$ cat config.mk
export PLATFORM = sky130hd
export DESIGN_NAME = psc_top
export DESIGN_NICKNAME = d
export VERILOG_FILES = /design/src/logic/psc_pkg.sv /design/src/logic/psc_top.sv /design/src/logic/psc_strap_latch.sv /design/src/logic/psc_port_ctrl.sv
export SDC_FILE = /design/constraint.sdc
export NUM_CORES = 1
export LEC_CHECK = 0
export BUFFER_PORTS_ARGS = -buffer_cell sky130_fd_sc_hd__clkbuf_2
export CAP_MARGIN = 10
export CORE_MARGIN = 4
export CORE_UTILIZATION = 35
export DETAILED_ROUTE_END_ITERATION = 6
export PLACE_DENSITY = 0.76
export SLEW_MARGIN = 40
export SYNTH_ARGS = -nofsm -noshare
export SYNTH_HDL_FRONTEND = slang
export SYNTH_SLANG_ARGS = --single-unit
$ cat constraint.sdc
create_clock -name clock_in -period 1.09 [get_ports clock_in]
set_clock_uncertainty 0.15 [all_clocks]
set_input_delay 0.218 -clock clock_in [delete_from_list [all_inputs] [get_ports clock_in]]
set_output_delay 0.218 -clock clock_in [all_outputs]
set_load 0.02 [all_outputs]
$ cat src/logic/psc_pkg.sv
package psc_pkg;
   // number of phy ports
   localparam int unsigned PSC_NPORT = 2;
   // strap decode for powerdown: a low strap means powered down after reset
   localparam logic PSC_SWPD_STRAP_ACTIVE = 1'h1;
   // amplitude strap: a low strap enables the high level
   localparam logic PSC_HIAMP_STRAP_ENABLE = 1'h0;
   // floating-pin defaults, set by the internal pulls
   localparam logic PSC_P1_PD_STRAP_FLOAT = 1'h0;
   localparam logic PSC_P2_PD_STRAP_FLOAT = 1'h1;
   localparam logic PSC_AMP_STRAP_FLOAT   = 1'h0;
   // spi protocol straps {high, low}
   localparam logic [1:0] PSC_SPI_ALLIANCE_PROT = 2'h0;
   localparam logic [1:0] PSC_SPI_ALLIANCE_RAW  = 2'h1;
   localparam logic [1:0] PSC_SPI_GENERIC_CRC   = 2'h2;
   localparam logic [1:0] PSC_SPI_GENERIC_RAW   = 2'h3;

   typedef enum logic [1:0] {
      PSC_SPI_MODE_ALLIANCE_PROT = 2'b00,
      PSC_SPI_MODE_ALLIANCE_RAW  = 2'b01,
      PSC_SPI_MODE_GENERIC_CRC   = 2'b10,
      PSC_SPI_MODE_GENERIC_RAW   = 2'b11
   } psc_spi_mode_t;

   // sequencer states
   typedef enum logic [1:0] {
      PSC_ST_SAMPLE = 2'b00,
      PSC_ST_RUN    = 2'b01
   } psc_state_t;

   // per-port link status bundle
   typedef struct packed {
      logic pd_reached;   // status flag
      logic link_enable;  // link may come up
      logic aneg_start;   // one-cycle start pulse
      logic hi_amp_able;  // high amplitude ability
   } psc_port_stat_t;

   // host write to a port's powerdown bit
   typedef struct packed {
      logic wr;
      logic val;
   } psc_pd_wr_t;
endpackage

$ cat src/logic/psc_top.sv
`timescale 1ns/1ps
module psc_top
   import psc_pkg::*;
(
   // clock and reset
   input  wire logic                   clock_in,
   input  wire logic                   rst_b_in,
   input  wire logic                   soft_rst_in,
   // strap pins, shared with other functions
   input  wire logic [PSC_NPORT-1:0]   portx_powerdown_strap_in,
   input  wire logic [PSC_NPORT-1:0]   portx_high_amplitude_strap_in,
   input  wire logic                   spi_protocol_strap_low_in,
   input  wire logic                   spi_protocol_strap_high_in,
   // host register writes via the bridge, plus autoneg done and line receive inputs
   input  wire psc_pd_wr_t [PSC_NPORT-1:0] pd_wr_in,
   input  wire logic [PSC_NPORT-1:0]   hi_amp_req_in,
   input  wire logic [PSC_NPORT-1:0]   aneg_en_in,
   input  wire logic [PSC_NPORT-1:0]   aneg_done_in,
   input  wire logic [PSC_NPORT-1:0]   line_rx_in,
   // per-port outputs
   output psc_port_stat_t [PSC_NPORT-1:0] port_stat_out,
   output logic [PSC_NPORT-1:0]        phy_powerdown_control_reg_out,
   output logic [PSC_NPORT-1:0]        hi_amp_mode_out,
   output logic [PSC_NPORT-1:0]        line_rx_gated_out,
   output logic [PSC_NPORT-1:0]        phy_lowpower_out,
   // device-wide outputs
   output psc_spi_mode_t               spi_mode_out,
   output logic                        cut_through_out,
   output logic                        pll_run_out,
   output logic                        reg_access_ok_out,
   output logic                        straps_valid_out
);
   psc_state_t               state_r;
   logic                     capture;
   logic [PSC_NPORT-1:0]     amp_strap_q;
   logic                     spi_lo_q;
   logic                     spi_hi_q;
   logic [PSC_NPORT-1:0]     pd_bit;
   logic [PSC_NPORT-1:0]     start;
   logic [PSC_NPORT-1:0]     link_allow;
   logic [PSC_NPORT-1:0]     able;
   logic [PSC_NPORT-1:0]     hi_amp_r;
   psc_port_stat_t [PSC_NPORT-1:0] stat_r;
   logic [PSC_NPORT-1:0]     pdctl_r;
   logic [PSC_NPORT-1:0]     rxg_r;
   logic [PSC_NPORT-1:0]     lowp_r;
   psc_spi_mode_t            spi_mode_r;
   logic                     valid_r;

   // straps are taken in the first cycle after any reset
   always_ff @(posedge clock_in or negedge rst_b_in) begin
      if (!rst_b_in) begin
         state_r <= PSC_ST_SAMPLE;
      end else begin
         case (state_r)
            PSC_ST_SAMPLE: state_r <= PSC_ST_RUN;
            PSC_ST_RUN: begin
               if (soft_rst_in) begin
                  state_r <= PSC_ST_SAMPLE;
               end
            end
            default: state_r <= PSC_ST_SAMPLE;
         endcase
      end
   end

   assign capture = (state_r == PSC_ST_SAMPLE);

   // per-port straps and powerdown control
   genvar gi;
   generate
      for (gi = 0; gi < PSC_NPORT; gi++) begin : g_port
         psc_strap_latch #(
            .FLOAT_VAL (PSC_AMP_STRAP_FLOAT)
         ) u_amp_strap (
            .clock_in   (clock_in),
            .rst_b_in   (rst_b_in),
            .capture_in (capture),
            .pin_in     (portx_high_amplitude_strap_in[gi]),
            .value_out  (amp_strap_q[gi])
         );
         psc_port_ctrl u_ctrl (
            .clock_in      (clock_in),
            .rst_b_in      (rst_b_in),
            .load_in       (capture),
            .pd_strap_in   (portx_powerdown_strap_in[gi]),
            .pd_wr_in      (capture ? '0 : pd_wr_in[gi]),
            .aneg_en_in    (aneg_en_in[gi]),
            .link_allow_in (link_allow[gi]),
            .pd_bit_out    (pd_bit[gi]),
            .start_out     (start[gi])
         );
      end
   endgenerate

   // phy two links only once phy one is released
   always_comb begin
      link_allow[0] = 1'h1;
      link_allow[1] = !pd_bit[0];
   end

   // floating spi straps select alliance framing with protection
   psc_strap_latch #(.FLOAT_VAL(PSC_SPI_ALLIANCE_PROT[0])) u_spi_lo (
      .clock_in   (clock_in),
      .rst_b_in   (rst_b_in),
      .capture_in (capture),
      .pin_in     (spi_protocol_strap_low_in),
      .value_out  (spi_lo_q)
   );
   psc_strap_latch #(.FLOAT_VAL(PSC_SPI_ALLIANCE_PROT[1])) u_spi_hi (
      .clock_in   (clock_in),
      .rst_b_in   (rst_b_in),
      .capture_in (capture),
      .pin_in     (spi_protocol_strap_high_in),
      .value_out  (spi_hi_q)
   );

   // high amplitude ability from one strap level
   function automatic logic amp_able(input logic strap);
      return (strap == PSC_HIAMP_STRAP_ENABLE);
   endfunction

   // ability follows the latched strap, so later pin activity cannot move it
   always_comb begin
      for (int i = 0; i < PSC_NPORT; i++) begin
         able[i] = amp_able(amp_strap_q[i]);
      end
   end

   // amplitude mode from strap; host may only pick within ability
   always_ff @(posedge clock_in or negedge rst_b_in) begin
      if (!rst_b_in) begin
         hi_amp_r <= '0;
      end else if (capture) begin
         for (int i = 0; i < PSC_NPORT; i++) begin
            hi_amp_r[i] <= amp_able(portx_high_amplitude_strap_in[i]);
         end
      end else begin
         hi_amp_r <= hi_amp_req_in & able;
      end
   end

   // per-port status and gating
   always_ff @(posedge clock_in or negedge rst_b_in) begin
      if (!rst_b_in) begin
         stat_r  <= '0;
         pdctl_r <= '1;
         rxg_r   <= '0;
         lowp_r  <= '1;
      end else begin
         for (int i = 0; i < PSC_NPORT; i++) begin
            stat_r[i].pd_reached  <= pd_bit[i];
            stat_r[i].link_enable <= !pd_bit[i] && link_allow[i] && aneg_done_in[i];
            stat_r[i].aneg_start  <= start[i];
            stat_r[i].hi_amp_able <= able[i];
            pdctl_r[i]            <= pd_bit[i];
            rxg_r[i]              <= line_rx_in[i] && !pd_bit[i];
            lowp_r[i]             <= pd_bit[i];
         end
      end
   end

   // spi protocol decode
   always_ff @(posedge clock_in or negedge rst_b_in) begin
      if (!rst_b_in) begin
         spi_mode_r <= PSC_SPI_MODE_ALLIANCE_PROT;
         valid_r    <= 1'h0;
      end else begin
         case ({spi_hi_q, spi_lo_q})
            PSC_SPI_ALLIANCE_PROT: spi_mode_r <= PSC_SPI_MODE_ALLIANCE_PROT;
            PSC_SPI_ALLIANCE_RAW:  spi_mode_r <= PSC_SPI_MODE_ALLIANCE_RAW;
            PSC_SPI_GENERIC_CRC:   spi_mode_r <= PSC_SPI_MODE_GENERIC_CRC;
            PSC_SPI_GENERIC_RAW:   spi_mode_r <= PSC_SPI_MODE_GENERIC_RAW;
            default:               spi_mode_r <= PSC_SPI_MODE_ALLIANCE_PROT;
         endcase
         valid_r <= !capture;
      end
   end

   // cut-through and pll outputs held at one in flops; access flag low only in reset
   logic ct_r;
   logic pll_r;
   logic acc_r;
   always_ff @(posedge clock_in or negedge rst_b_in) begin
      if (!rst_b_in) begin
         ct_r  <= 1'h1;
         pll_r <= 1'h1;
         acc_r <= 1'h0;
      end else begin
         ct_r  <= 1'h1;
         pll_r <= 1'h1;
         acc_r <= 1'h1;
      end
   end

   assign port_stat_out                 = stat_r;
   assign phy_powerdown_control_reg_out = pdctl_r;
   assign hi_amp_mode_out               = hi_amp_r;
   assign line_rx_gated_out             = rxg_r;
   assign phy_lowpower_out              = lowp_r;
   assign spi_mode_out                  = spi_mode_r;
   assign cut_through_out               = ct_r;
   assign pll_run_out                   = pll_r;
   assign reg_access_ok_out             = acc_r;
   assign straps_valid_out              = valid_r;
endmodule

$ cat src/logic/psc_strap_latch.sv
`timescale 1ns/1ps
// captures one strap level once per reset event
module psc_strap_latch
   import psc_pkg::*;
#(
   parameter logic FLOAT_VAL = 1'h0
) (
   // clock and reset
   input  wire logic clock_in,
   input  wire logic rst_b_in,
   // sampling
   input  wire logic capture_in,
   input  wire logic pin_in,
   // latched value
   output logic      value_out
);
   logic value_r;

   // load on the capture cycle only, hold otherwise
   always_ff @(posedge clock_in or negedge rst_b_in) begin
      if (!rst_b_in) begin
         value_r <= FLOAT_VAL;
      end else if (capture_in) begin
         value_r <= pin_in;
      end
   end

   assign value_out = value_r;
endmodule

$ cat src/logic/psc_port_ctrl.sv
`timescale 1ns/1ps
// one phy's software powerdown control bit and status
module psc_port_ctrl
   import psc_pkg::*;
(
   // clock and reset
   input  wire logic           clock_in,
   input  wire logic           rst_b_in,
   // strap load
   input  wire logic           load_in,
   input  wire logic           pd_strap_in,
   // host write and link gating
   input  wire psc_pd_wr_t     pd_wr_in,
   input  wire logic           aneg_en_in,
   input  wire logic           link_allow_in,
   // state
   output logic                pd_bit_out,
   output logic                start_out
);
   logic pd_bit_r;
   logic pd_bit_nxt;
   logic start_r;

   // powerdown bit: strap load first, then host writes
   always_comb begin
      pd_bit_nxt = pd_bit_r;
      if (load_in) begin
         pd_bit_nxt = (pd_strap_in != PSC_SWPD_STRAP_ACTIVE);
      end else if (pd_wr_in.wr) begin
         pd_bit_nxt = pd_wr_in.val;
      end
   end

   always_ff @(posedge clock_in or negedge rst_b_in) begin
      if (!rst_b_in) begin
         pd_bit_r <= 1'h1;
      end else begin
         pd_bit_r <= pd_bit_nxt;
      end
   end

   // start pulse when the phy becomes active with autoneg on and its link allowed
   always_ff @(posedge clock_in or negedge rst_b_in) begin
      if (!rst_b_in) begin
         start_r <= 1'h0;
      end else begin
         start_r <= pd_bit_r && !pd_bit_nxt && aneg_en_in && link_allow_in;
      end
   end

   assign pd_bit_out = pd_bit_r;
   assign start_out  = start_r;
endmodule

-- Yosys cells after proc, flatten, opt, wreduce, memory -nomap -nowiden
Index checks and enable logic that the tools add are counted.
- bits in registers: 28
- word-level logic and storage cells: 62
- output and inout port bits: 22
- ROM bits: 0
- memories: 0
- bits in writable memories: 0
- latch bits: 0
- equal/unequal tests: 5
- muxes and demuxes: 10
- shift-type cells: 0
- reductions and logical operators: 17
- bitwise operators: 7
- magnitude comparators: 0
- divide/modulo/power cells: 0
- multiply operators: 0
- $add $sub $neg: 0
- operators by type and width (operator ; number):
    logical AND 1 bit ; 10
    two-way mux 2 bit ; 4
    one-hot mux 2 bit (4 select lines) ; 1
    inverter 1 bit ; 6
    zero test 1 bit ; 5
    == test 2 x 1 -> 1 bit (second input constant) ; 2
    == test 2 bit (second input constant) ; 2
    zero test 2 bit ; 2
    two-way mux 1 bit ; 4
    one-hot mux 2 bit (2 select lines) ; 1
    AND 2 bit ; 1
    != test 2 bit (second input constant) ; 1

-- Longest topological paths before layout
- depth in word-level cells: 8
- gate-level depth with buffers: 3
- gate-level depth less buffers: 2

-- Modules after synthesis
From an unflattened synthesis, not the netlist that was laid out.
- cell total of the unflattened synthesis: 66
- area total of the unflattened synthesis: 965.9 um2
- by module, submodules not included (module ; cells an instance ; area an instance (um2) ; instances ; sequential area each (um2)):
    psc_top ; 44 ; 628.1 ; 1 ; 478.0
    psc_port_ctrl ; 7 ; 88.8 ; 2 ; 51.3
    psc_strap_latch ; 2 ; 40.0 ; 4 ; 25.0

-- Least setup slack after synthesis
No wires, ideal clock.
- path kind: flip-flop to flip-flop
- start point: register state_r[0]
- end point: register u_spi_hi.value_r (netlist: u_spi_hi.value_out)
- path slack: -0.037 ns
- cell stages (with the launch flop): 3
- data arrival time: 0.852 ns
- required time: 0.815 ns
- clock period less this slack: 1.127 ns
- cell sequence: dfrtp_1 -> buf_6 -> mux2_2
- longest elaborated chain between the ends: 1
- RTL lines (what ; RTL line ; text):
    start, declared ; psc_top.sv:33 ; psc_state_t state_r;
    start signal, assigned ; psc_top.sv:53 ; state_r <= PSC_ST_SAMPLE;
    start signal, assigned ; psc_top.sv:56 ; PSC_ST_SAMPLE: state_r <= PSC_ST_RUN;
    start signal, assigned ; psc_top.sv:59 ; state_r <= PSC_ST_SAMPLE;
    zero test 2 bit ; psc_top.sv:67 ; assign capture = (state_r == PSC_ST_SAMPLE);
    end signal, assigned ; psc_strap_latch.sv:24 ; value_r <= pin_in;
    end, declared ; psc_strap_latch.sv:17 ; logic value_r;
No other way between the ends.
A chain may end at the register's enable or synchronous reset.

==> impl_metrics.csv <==
group,metric,value,unit
status,status,"finished, violations left",
status,failed_checks,"negative setup slack",
floorplan,dieArea,3560,µm²
logic_synthesis,synth_area_leader_cell,"dfrtp_1",
critical_path,worst_path_max_delay_cell,"dfstp_2",
global_route,grt_max_degree,28,
logic_synthesis,ys_seq_elements,27,
critical_path,crit_buf_inv,1,
global_route,grt_pass1_wl,2820,µm
cells_and_area,final_layout_size_suffix_gt1_share,56.9,%
cells_and_area,fillers,188,
sta,fin_crit_sh,126,%
logic_synthesis,synthFlopType,"dfrtp_1",
sta,hold_violations,0,
logic_synthesis,syn_area_per_cell,15.1,µm²
cells_and_area,utilization,62.8,%
clock_tree,cts_tree,"yes",
logic_synthesis,synth.top_cell.area_share,61.7,%
critical_path,worstPathRequired,720,ps
power,peakVddDrop,0.000704,V
clock_tree,clk_latency,300,ps
clock_tree,cts.clk_slew.worst_paths,130,ps
critical_path,cp-end-kind,"output port",
drt,routed_wl,1910,µm
floorplan,die-height,59.6,µm
power,power.density,1370,nW/µm²
logic_synthesis,synth_edf_count,0,
drt,first_pass_iters,2,
sta,setup_tns,-3040,ps
floorplan,io_pins,43,
place,placed_area,1190,µm²
drt,vias,663,
global_route,grt_pass1_vias,646,
floorplan,rows,18,
clock_tree,cts_buffers,3,
place,port_buffers,40,
drt,route.detailed.drc,0,
sta,layout_min_cycle_time,1370,ps
cells_and_area,syn_to_final_growth,68.1,%
sta,setup_ws,-284,ps
place,place_ws,-89.6,ps
logic_synthesis,synth_cell_types,19,
drt,wl_per_cell,12.5,µm
drt,drt_first_iter_violations,10,
global_route,grt_overflow_total,0,
logic_synthesis,synthTopCellsByArea,"dfrtp_1 (62%), dfstp_2 (11%), mux2_2 (4.8%), buf_4 (3.2%), mux2i_1 (2.1%)",
sta,rsz0062_at_grt,"yes",
critical_path,crit_family,"flip-flops",
logic_synthesis,ys_async_sr_fraction,100,%
flow_run,drv_cap,0,
floorplan,initial_utilization,37.3,%
critical_path,cp_max_fo,2,
logic_synthesis,synth_area,933,µm²
cells_and_area,nNetsFinal,145,
logic_synthesis,synthCells,62,
sta,holdWs,19.0,ps
place,dp_hpwl,1330,µm
global_route,gr-usage-all-layers,10.4,%
clock_tree,clock-sinks,27,
sta,slew_viol_final,0,
global_route,grt_antenna_before_repair,0,
logic_synthesis,synth_common_cells,"dfrtp_1 (23), buf_4 (4), dfstp_2 (4), inv_1 (4), mux2_2 (4)",
critical_path,crit_type,"flop to output port",
floorplan,die_w,59.6,µm
clock_tree,root_buffer,"clkbuf_4",
power,p_leak,0.799,nW
floorplan,core,2500,µm²
critical_path,cpPeakStageDelay,570,ps
logic_synthesis,yosysSeqAreaShare,72.9,%
clock_tree,htreeDepth,1,
place,place.gp.congestion,0.658,
drt,detail-route-antenna-nets,0,
clock_tree,clk_path_buf_depth,2,
drt,vias_per_cell,4.33,
logic_synthesis,ys_warn_count,0,
sta,finalSetupViolations,27,
logic_synthesis,synth.most_common_cell,"dfrtp_1",
sta,timing.fmax,0.728,GHz
min_path,min_path_type,"input port to flop",
cells_and_area,final_area,1570,µm²
cells_and_area,n_antenna_cell,0,
critical_path,start_kind,"flop",
critical_path,worstPathArrival,1010,ps
critical_path,path_cells,"clkbuf_8",
-- through the flow --
step / total power (W) / cells
after CTS: 0.00207 / 151
after floorplan: 0.00140 / 64
final: 0.00215 / 153
after global placement: 0.00156 / 133
after global routing: 0.00225 / 153
after detailed placement: 0.00157 / 133
-- power breakdown --
group | leakage [nW] | internal, W | switching (W)
sequential | 0.323 | 0.00112 | 0.0000694
combinational | 0.461 | 0.000324 | 0.000237
clock | 0.0150 | 0.000142 | 0.000254
-- kinds of logic (layout without fill, tap and decap cells) --
family	after synthesis	count (layout)	share of synthesized area (%)
AOI/OAI and AO/OA	6	6	4.56
buffers and inverters	11	70	6.84
other	1	3	0.402
and+or+nand+nor	11	11	8.31
muxes	6	6	6.97
DFF	27	27	72.9
-- routing by layer --
layer	share of wire, %	up-vias	GRT usage, %
li1	-	311	-
met3	9.9	0	2.18
met4	0	0	0.949
met5	0	-	0
met1	35	325	10.8
met2	55	27	21.3
-- sequential cells by signal (all words and copies together), names as in the netlist, 2 cells and up --
name / flops
g_port.u_ctrl.start_out: 2
spi_mode_out: 2
g_port.u_ctrl.pd_bit_out: 2
phy_lowpower_out: 2
hi_amp_mode_out: 2
line_rx_gated_out: 2
g_port.u_amp_strap.value_out: 2
port_stat_out: 8
-- cells in the final DEF (no fill, tap or decap), drive strengths merged --
cell         count
clkbuf          26
nand2            3
mux2             4
mux2i            2
dlygate4sd3     13
nor2b            3
conb             3
dfrtp           23
dfstp            4
a21boi           2
nor3b            1
nand3b           2
a211oi           1
inv              4
nand2b           2
a21oi            3
buf             27
-- final cells by class --
| type | instances | area, µm² | share of cell area, % |
|---|---|---|---|
| inverter | 4 | 15.0 | 0.957 |
| timing repair buffer | 62 | 556 | 35.4 |
| tap | 30 | 37.5 | 2.39 |
| clock buffer | 4 | 26.3 | 1.67 |
| multi-input combinational | 26 | 253 | 16.1 |
| sequential | 27 | 682 | 43.5 |
-- path summary, 6_finish.rpt --
| check | start | endpoint | slack [ps] | cells after the start |
|---|---|---|---|---|
| worst max register to register | state_r[0] | u_spi_lo.value_out | -70 | 2 |
| max in group asynchronous | rst_b_in | g_port[1].u_ctrl.pd_bit_out | 310 | 3 |
| worst min-delay path | portx_high_amplitude_strap_in[1] | g_port[1].u_amp_strap.value_out | 20 | 2 |
| worst min register to register | g_port[0].u_ctrl.start_out | port_stat_out[1] | 220 | 0 |
| min in group asynchronous | rst_b_in | port_stat_out[3] | 260 | 3 |
| worst max-delay path | phy_lowpower_out[1] | phy_powerdown_control_reg_out[1] | -280 | 1 |
-- timing repair --
| item | CTS | global route |
|---|---|---|
| buffers inserted | 1 | 2 |
| hold buffers | 13 | 0 |
| pin swaps | 1 | 1 |
| resized for setup | 20 | 52 |
| hold endpoints to repair | 38 | 0 |
| endpoints found under the setup margin | 28 | 28 |
Power figures use the tool's default switching activity.
